File: src/logic/lse_params.svh
`ifndef LSE_PARAMS_SVH
`define LSE_PARAMS_SVH
// ****************************************
// register map
// ****************************************
`define LSE_OFS_B1_DLY 8'h24
`define LSE_OFS_PG_MASK 8'h25
`define LSE_OFS_PIN_PG 8'h26
`define LSE_RST_B1_DLY 8'h00
`define LSE_RST_PG_MASK 8'h00
`define LSE_RST_PIN_PG 8'h00
// ****************************************
// field positions
// ****************************************
`define LSE_RISE_LSB 0
`define LSE_FALL_LSB 3
`define LSE_MASK_LDO3_BIT 0
`define LSE_MASK_B1_BIT 1
`define LSE_SRC_LSB 2
`define LSE_PGSEL_LSB 5
// ****************************************
// timing
// ****************************************
`define LSE_CLK_HZ 50000000
`define LSE_TICK_MS 1
`define LSE_TICK_CYC (`LSE_CLK_HZ / 1000 * `LSE_TICK_MS)
`define LSE_DLY1_MS 7'h02
`define LSE_DLY2_MS 7'h04
`define LSE_DLY3_MS 7'h08
`define LSE_DLY4_MS 7'h10
`define LSE_DLY5_MS 7'h18
`define LSE_DLY6_MS 7'h20
`define LSE_DLY7_MS 7'h40
`endif

File: src/logic/lse_pkg.sv
package lse_pkg;
   typedef enum logic [2:0] {ST_IDLE, ST_ADDR, ST_PTR, ST_WDAT, ST_RDAT} lse_i2c_st_t;

   typedef struct packed {
      logic [7:0] rails; // ldo2, switch a1, step-down 6..1
      logic b1;
      logic ldo3;
   } lse_pg_t;

   typedef struct packed {
      logic scl_s1, scl_s2, scl_s3;
      logic sda_s1, sda_s2, sda_s3;
      logic [5:0] ctl_s1, ctl_s2;
      lse_pg_t pg_s1, pg_s2;
      lse_i2c_st_t st;
      logic [3:0] cnt;
      logic [7:0] sh;
      logic [7:0] ptr;
      logic rw;
      logic oe_n;
      logic [7:0] b1_dly;
      logic [7:0] mask;
      logic [7:0] pin;
      logic b1_raw;
      logic [16:0] pre;
      logic [6:0] ms;
      logic b1_en;
      logic paired_en;
      logic ldo1_en;
      logic swb2_en;
      logic [1:0] pg_sel;
   } lse_state_t;
endpackage

File: src/logic/lse_top.sv
`timescale 1ns/100ps
`include "lse_params.svh"
// What this block does
// - falling edge of b1 enable delayed by code
// - rising edge of b1 enable delayed by code
// - select code picks paired rail control input
// - code 111 forces paired source high
// - eight rail power-good bits, zero includes
// - b1 and ldo3 power-good mask bits
// - two-bit paired power-good threshold select
// - swap exchanges paired and ldo1 enable logic
module lse_top #(
   parameter logic [6:0] DEV_ADDR = 7'h10, // arbitrary bus address
   parameter int CYC_PER_MS = `LSE_TICK_CYC
) (
   input wire logic CLK_I, // 50 MHz clock
   input wire logic SRST_I, // sync reset, high
   input wire logic SCL_I, // serial clock pin
   input wire logic SDA_I, // serial data pin in
   output logic SDA_OE_N_O, // data pin pull-low, low drives
   input wire logic [5:0] CTL_I, // control inputs 6..1
   input wire lse_pkg::lse_pg_t PG_I, // power-good pins
   input wire logic B1_SEL_EN_I, // b1 selected enable
   input wire logic B1_PG_OK_I, // b1 unmasked goods ok
   input wire logic LDO1_LOGIC_EN_I, // ldo1 own enable logic
   input wire logic SWAP_I, // enable logic swap
   output logic B1_EN_O, // b1 switch enable
   output logic SWB2_EN_O, // second switch enable
   output logic LDO1_EN_O, // ldo1 enable
   output logic [1:0] PAIRED_PG_SEL_O // paired pg threshold
);
   import lse_pkg::*;

   lse_state_t q, d;
   logic rise, fall, start, stop, src, ok;
   logic [6:0] dly;

   function automatic logic [6:0] dly_ms(input logic [2:0] code);
      unique case (code)
         3'h0: dly_ms = 7'h00;
         3'h1: dly_ms = `LSE_DLY1_MS;
         3'h2: dly_ms = `LSE_DLY2_MS;
         3'h3: dly_ms = `LSE_DLY3_MS;
         3'h4: dly_ms = `LSE_DLY4_MS;
         3'h5: dly_ms = `LSE_DLY5_MS;
         3'h6: dly_ms = `LSE_DLY6_MS;
         3'h7: dly_ms = `LSE_DLY7_MS;
      endcase
   endfunction

   function automatic logic pin_src(input logic [2:0] sel, input logic [5:0] c);
      unique case (sel)
         3'h0: pin_src = c[0];
         3'h1: pin_src = c[1];
         3'h2: pin_src = c[4];
         3'h3: pin_src = c[3];
         3'h4: pin_src = c[2];
         3'h5: pin_src = c[2] & c[3];
         3'h6: pin_src = c[5];
         3'h7: pin_src = 1'b1;
      endcase
   endfunction

   function automatic logic [7:0] rd_reg(input lse_state_t s, input logic [7:0] a);
      unique case (a)
         `LSE_OFS_B1_DLY: rd_reg = s.b1_dly;
         `LSE_OFS_PG_MASK: rd_reg = s.mask;
         `LSE_OFS_PIN_PG: rd_reg = s.pin;
         default: rd_reg = 8'h00;
      endcase
   endfunction

   // ****************************************
   // next state
   // ****************************************
   always_comb begin
      d = q;
      d.scl_s1 = SCL_I;
      d.scl_s2 = q.scl_s1;
      d.scl_s3 = q.scl_s2;
      d.sda_s1 = SDA_I;
      d.sda_s2 = q.sda_s1;
      d.sda_s3 = q.sda_s2;
      d.ctl_s1 = CTL_I;
      d.ctl_s2 = q.ctl_s1;
      d.pg_s1 = PG_I;
      d.pg_s2 = q.pg_s1;
      rise = q.scl_s2 & ~q.scl_s3;
      fall = ~q.scl_s2 & q.scl_s3;
      start = q.scl_s2 & q.scl_s3 & q.sda_s3 & ~q.sda_s2;
      stop = q.scl_s2 & q.scl_s3 & ~q.sda_s3 & q.sda_s2;

      // ****************************************
      // serial register port
      // ****************************************
      if (start) begin
         d.st = ST_ADDR;
         d.cnt = 4'h0;
         d.oe_n = 1'b1;
      end else if (stop) begin
         d.st = ST_IDLE;
         d.oe_n = 1'b1;
      end else if (q.st != ST_IDLE && rise) begin
         if (q.cnt < 4'h8) begin
            d.cnt = q.cnt + 4'h1;
            if (q.st != ST_RDAT) begin
               d.sh = {q.sh[6:0], q.sda_s2};
            end
         end else if (q.cnt == 4'h8) begin
            d.cnt = 4'h9;
            if (q.st == ST_RDAT) begin
               // master nack ends the read burst
               if (q.sda_s2) begin
                  d.st = ST_IDLE;
               end else begin
                  d.ptr = q.ptr + 8'h01;
               end
            end
         end
      end else if (q.st != ST_IDLE && fall) begin
         if (q.cnt == 4'h8) begin
            d.oe_n = 1'b0;
            unique case (q.st)
               ST_IDLE: d.oe_n = 1'b1;
               ST_ADDR: begin
                  if (q.sh[7:1] != DEV_ADDR) begin
                     d.st = ST_IDLE;
                     d.oe_n = 1'b1;
                  end else begin
                     d.rw = q.sh[0];
                  end
               end
               ST_PTR: d.ptr = q.sh;
               ST_WDAT: begin
                  unique case (q.ptr)
                     `LSE_OFS_B1_DLY: d.b1_dly = q.sh;
                     `LSE_OFS_PG_MASK: d.mask = q.sh;
                     `LSE_OFS_PIN_PG: d.pin = q.sh;
                     default: d.ptr = q.ptr + 8'h01; // unmapped: data dropped
                  endcase
                  d.ptr = q.ptr + 8'h01;
               end
               ST_RDAT: d.oe_n = 1'b1;
            endcase
         end else if (q.cnt == 4'h9) begin
            d.oe_n = 1'b1;
            d.cnt = 4'h0;
            if (q.st == ST_ADDR) begin
               d.st = q.rw ? ST_RDAT : ST_PTR;
            end else if (q.st == ST_PTR) begin
               d.st = ST_WDAT;
            end
            if (d.st == ST_RDAT) begin
               d.sh = rd_reg(q, d.ptr);
               d.oe_n = d.sh[7];
            end
         end else if (q.st == ST_RDAT && q.cnt != 4'h0) begin
            d.sh = {q.sh[6:0], 1'b0};
            d.oe_n = d.sh[7];
         end
      end

      // ****************************************
      // b1 edge delay
      // ****************************************
      // prescaler restarts on each mismatch so delays are not short by a tick
      dly = B1_SEL_EN_I ? dly_ms(q.b1_dly[`LSE_RISE_LSB +: 3])
                        : dly_ms(q.b1_dly[`LSE_FALL_LSB +: 3]);
      if (B1_SEL_EN_I == q.b1_raw) begin
         d.pre = 17'h00000;
         d.ms = 7'h00;
      end else if (dly == 7'h00 || q.ms == dly) begin
         d.b1_raw = B1_SEL_EN_I;
         d.pre = 17'h00000;
         d.ms = 7'h00;
      end else if (q.pre == 17'(CYC_PER_MS - 1)) begin
         d.pre = 17'h00000;
         d.ms = q.ms + 7'h01;
      end else begin
         d.pre = q.pre + 17'h00001;
      end
      d.b1_en = d.b1_raw & B1_PG_OK_I;

      // ****************************************
      // paired rail enable
      // ****************************************
      src = pin_src(q.pin[`LSE_SRC_LSB +: 3], q.ctl_s2);
      ok = (&(q.pg_s2.rails | q.mask))
         & (q.pg_s2.b1 | q.pin[`LSE_MASK_B1_BIT])
         & (q.pg_s2.ldo3 | q.pin[`LSE_MASK_LDO3_BIT]);
      d.paired_en = src & ok;
      d.ldo1_en = SWAP_I ? q.paired_en : LDO1_LOGIC_EN_I;
      d.swb2_en = SWAP_I ? LDO1_LOGIC_EN_I : q.paired_en;
      d.pg_sel = q.pin[`LSE_PGSEL_LSB +: 2];
   end

   always_ff @(posedge CLK_I) begin
      if (SRST_I) begin
         q <= '0;
         q.oe_n <= 1'b1;
         q.b1_dly <= `LSE_RST_B1_DLY;
         q.mask <= `LSE_RST_PG_MASK;
         q.pin <= `LSE_RST_PIN_PG;
      end else begin
         q <= d;
      end
   end

   assign SDA_OE_N_O = q.oe_n;
   assign B1_EN_O = q.b1_en;
   assign SWB2_EN_O = q.swb2_en;
   assign LDO1_EN_O = q.ldo1_en;
   assign PAIRED_PG_SEL_O = q.pg_sel;
endmodule

File: config.mk
export PLATFORM = sky130hd
export DESIGN_NAME = lse_top
export DESIGN_NICKNAME = d
export VERILOG_FILES = /design/src/logic/lse_pkg.sv /design/src/logic/lse_top.sv
export VERILOG_INCLUDE_DIRS = /design/src /design/src/logic
export SDC_FILE = /design/constraint.sdc
export NUM_CORES = 1
export LEC_CHECK = 0
export ABC_AREA = 0
export BUFFER_PORTS_ARGS = -buffer_cell sky130_fd_sc_hd__buf_4
export CAP_MARGIN = 20
export CORE_ASPECT_RATIO = 1.5
export CORE_UTILIZATION = 40
export DETAILED_ROUTE_END_ITERATION = 8
export PLACE_DENSITY = 0.68
export SYNTH_ARGS = -nofsm -noshare
export SYNTH_HDL_FRONTEND = slang
export SYNTH_SLANG_ARGS = --single-unit
export TNS_END_PERCENT = 5
File: constraint.sdc
create_clock -name CLK_I -period 2.1 [get_ports CLK_I]
set_input_delay 0 -clock CLK_I [delete_from_list [all_inputs] [get_ports CLK_I]]
set_output_delay 0 -clock CLK_I [all_outputs]
set_load 0.03 [all_outputs]
==> out/metrics.csv <==
metric,value,unit
status,"finished, final reports clean",
CTS tree,yes,
CP endpoint kind,flip-flop,
CP Launch Type,flip-flop,
Synth area leaders,"dfxtp_1, mux2i_1, nor2b_1, nor2_1, nand2_1",
Die Footprint,15600,um2
Post-Layout Cell Count,959,
IO Port Bufs,29,
asr flop ratio synth,0,%
final core utilization,52.0,%
GP Congestion,0.881,
Synth area leader,dfxtp_1,
most frequent cells in the layout,"dfxtp_1, buf_4, nor2_1, nand2_1, nor2b_1",
Global Route Usage Sum,19.1,%
number of global-route vias before repair,5086,
ANT nets after route,0,
leak pwr,2.77,nW
CTS root buf,clkbuf_16,
Worst IR Drop VDD,0.696,mV
vias,5248,
HPWL after detailed placement,10000,um
WL/cell,14.9,um
post-synth top area share,43.1,%
Core Box Area,14700,um2
die extent in y,152,um
clock buffer depth,2,
initial antenna violation count,0,
final WL,14300,um
CTS sink cnt,130,
Skew-Pair Late Insertion Delay,420,ps
Congestion Overflow GR,0,
CP Class,flip-flop to flip-flop,
drt pass-1 iters,5,
RSZ-0062 raised after global routing,true,
Clock Skew,7.34,ps
Initial Utilization,41.1,%
largest net degree at the start of global routing,43,
final hold violation count,0,
"Avg Cell Area, Syn",8.95,um2
clk slew on worst S/H paths,60,ps
"flops & latches, synth",130,
Yosys Warn Count,0,
Max Fanout on Critical Path,20,
Final TNS setup,0,ps
synthesized cell area,6030,um2
Via density,5.47,
syn nets,707,
WP data required,2450,ps
"commonest non-fill, non-tap cell in the layout",dfxtp_1,
pre-CTS WS,-140,ps
diode count,0,
cell area power density,751,nW/um2
setup violators final,0,
CP max stage delay,550,ps
post-layout min period,2090,ps
slew of the pin with the lowest slew margin,574,ps
CTS HTree Levels,4,
CTS Buf Count,17,
"Seq/Total Area, Yosys",43.1,%
crit path max-delay cell type,or4b_4,
Cells after Synth,674,
Netlist cell types,70,
# DRC,0,
Peak Freq,0.478,GHz
Die X-Extent,102,um
worst rel slew slack,61.5,%
Site Rows,54,
Layout area overhead,26.4,%
final worst-path cycle share,99.6,%
MaxCap Viol Count,0,
top_reg_cell synth,dfxtp_1,
Total Nets Final,783,
Ports,30,
Final Hold Slack,29.0,ps
crit-path cells,or4b_4 > or2_4 > nor4b_4 > buf_12 > nand4_1 > a21oi_2,
Post-synth EDFFs,0,
fraction of layout cells with a size suffix above 1,19.5,%
placed insts,899,
worst setup margin,9.38,ps
1st-iter DRT viols,294,
first-pass GRT wire length,23400,um
"Arr. time, crit path",2440,ps
Final Max Slew Viols,0,
Hold WC Path Type,primary input to flip-flop,
==> registers in the layout, indices dropped and copies added, names as in the netlist, named ones only <==
register         count
B1_EN_O              1
LDO1_EN_O            1
PAIRED_PG_SEL_O      2
SDA_OE_N_O           1
SWB2_EN_O            1
d                   22
q                   90
==> power breakdown <==
group          total (mW)  switching (mW)  leakage (nW)  internal [mW]
registers            2.52          0.0137          1.06           2.50
logic               0.224           0.107          1.42          0.117
clock network        2.98            1.17         0.292           1.82
==> critical path, delay by kind of cell, from the launching register on <==
family                 cells  cell delay, ps
flip-flops                 1             340
AND/OR/NAND/NOR            4            1330
buffers and inverters      1             190
AO/OA/AOI/OAI              1             170
==> cells in the mapped netlist (5+ instances only) <==
library cell    n
buf_1           5
nor2b_1        42
nor4_1          6
a221o_1         6
xnor2_1        14
a211oi_1        7
clkbuf_1       24
nand3b_1        6
a21oi_2         5
dfxtp_1       130
nand4_1        14
ha_1            9
or3_1          10
xor2_1         21
a2111oi_0       5
o21ai_0        15
buf_2          15
nor3_1         28
inv_1          17
nand2_1        55
a222oi_1       10
a22oi_1         5
o31ai_1         5
mux2i_1        29
nand3_1        22
nor2_1         59
a21oi_1        20
==> kinds of logic (layout without fill, tap and decap cells) <==
| logic type | Yosys count | count (layout) | synth area share [%] |
|---|---|---|---|
| xor gates and xnor gates | 35 | 35 | 5.08 |
| adders and majority gates | 9 | 9 | 1.87 |
| muxes | 30 | 30 | 5.00 |
| buffers and inverters | 67 | 156 | 5.10 |
| AOI/OAI and AO/OA | 116 | 116 | 14.1 |
| and+or+nand+nor | 287 | 287 | 25.7 |
| DFF | 130 | 130 | 43.1 |
==> layer usage <==
layer	track usage [%]	wire length [um]	vias to the layer above
met4	9.86	425	0
met2	34.6	7820	124
li1	-	-	2565
met1	20.2	5610	2528
met3	4.08	465	31
met5	0	0	-
==> final timing paths <==
path / start / end / slack, ps / depth (start not counted)
max: q[61] / flip-flop / 9 / 6
min: SRST_I / q[56] / 30 / 2
min reg2reg: d[82] / q[82] / 430 / 1
max reg2reg: q[61] / flip-flop / 9 / 6
==> timing repair <==
| action | CTS | global route |
|---|---|---|
| setup endpoints to repair | 29 | 19 |
| resized for setup | 6 | 18 |
| setup buffers | 0 | 4 |
| hold buffers | 24 | 0 |
| cloned | 0 | 0 |
| pin swaps | 1 | 3 |
| hold endpoints to repair | 22 | 0 |
==> through the flow <==
step,instance area [um2],power [mW]
4_1_cts,7540,5.77
3_3_place_gp,6660,2.75
3_5_place_dp,6660,2.75
5_1_grt,7630,5.90
2_1_floorplan,6030,2.68
6_report,7630,5.73
==> cell type report <==
| type | instances | area [um2] |
|---|---|---|
| fill | 1329 | 7040 |
| inverter | 17 | 63.8 |
| timing repair buffer | 107 | 905 |
| clock buffer | 18 | 439 |
| multi-input combinational | 477 | 3200 |
| sequential | 130 | 2610 |
| tap | 196 | 245 |
| clock inverter | 14 | 168 |
Power figures use the tool's default switching activity.
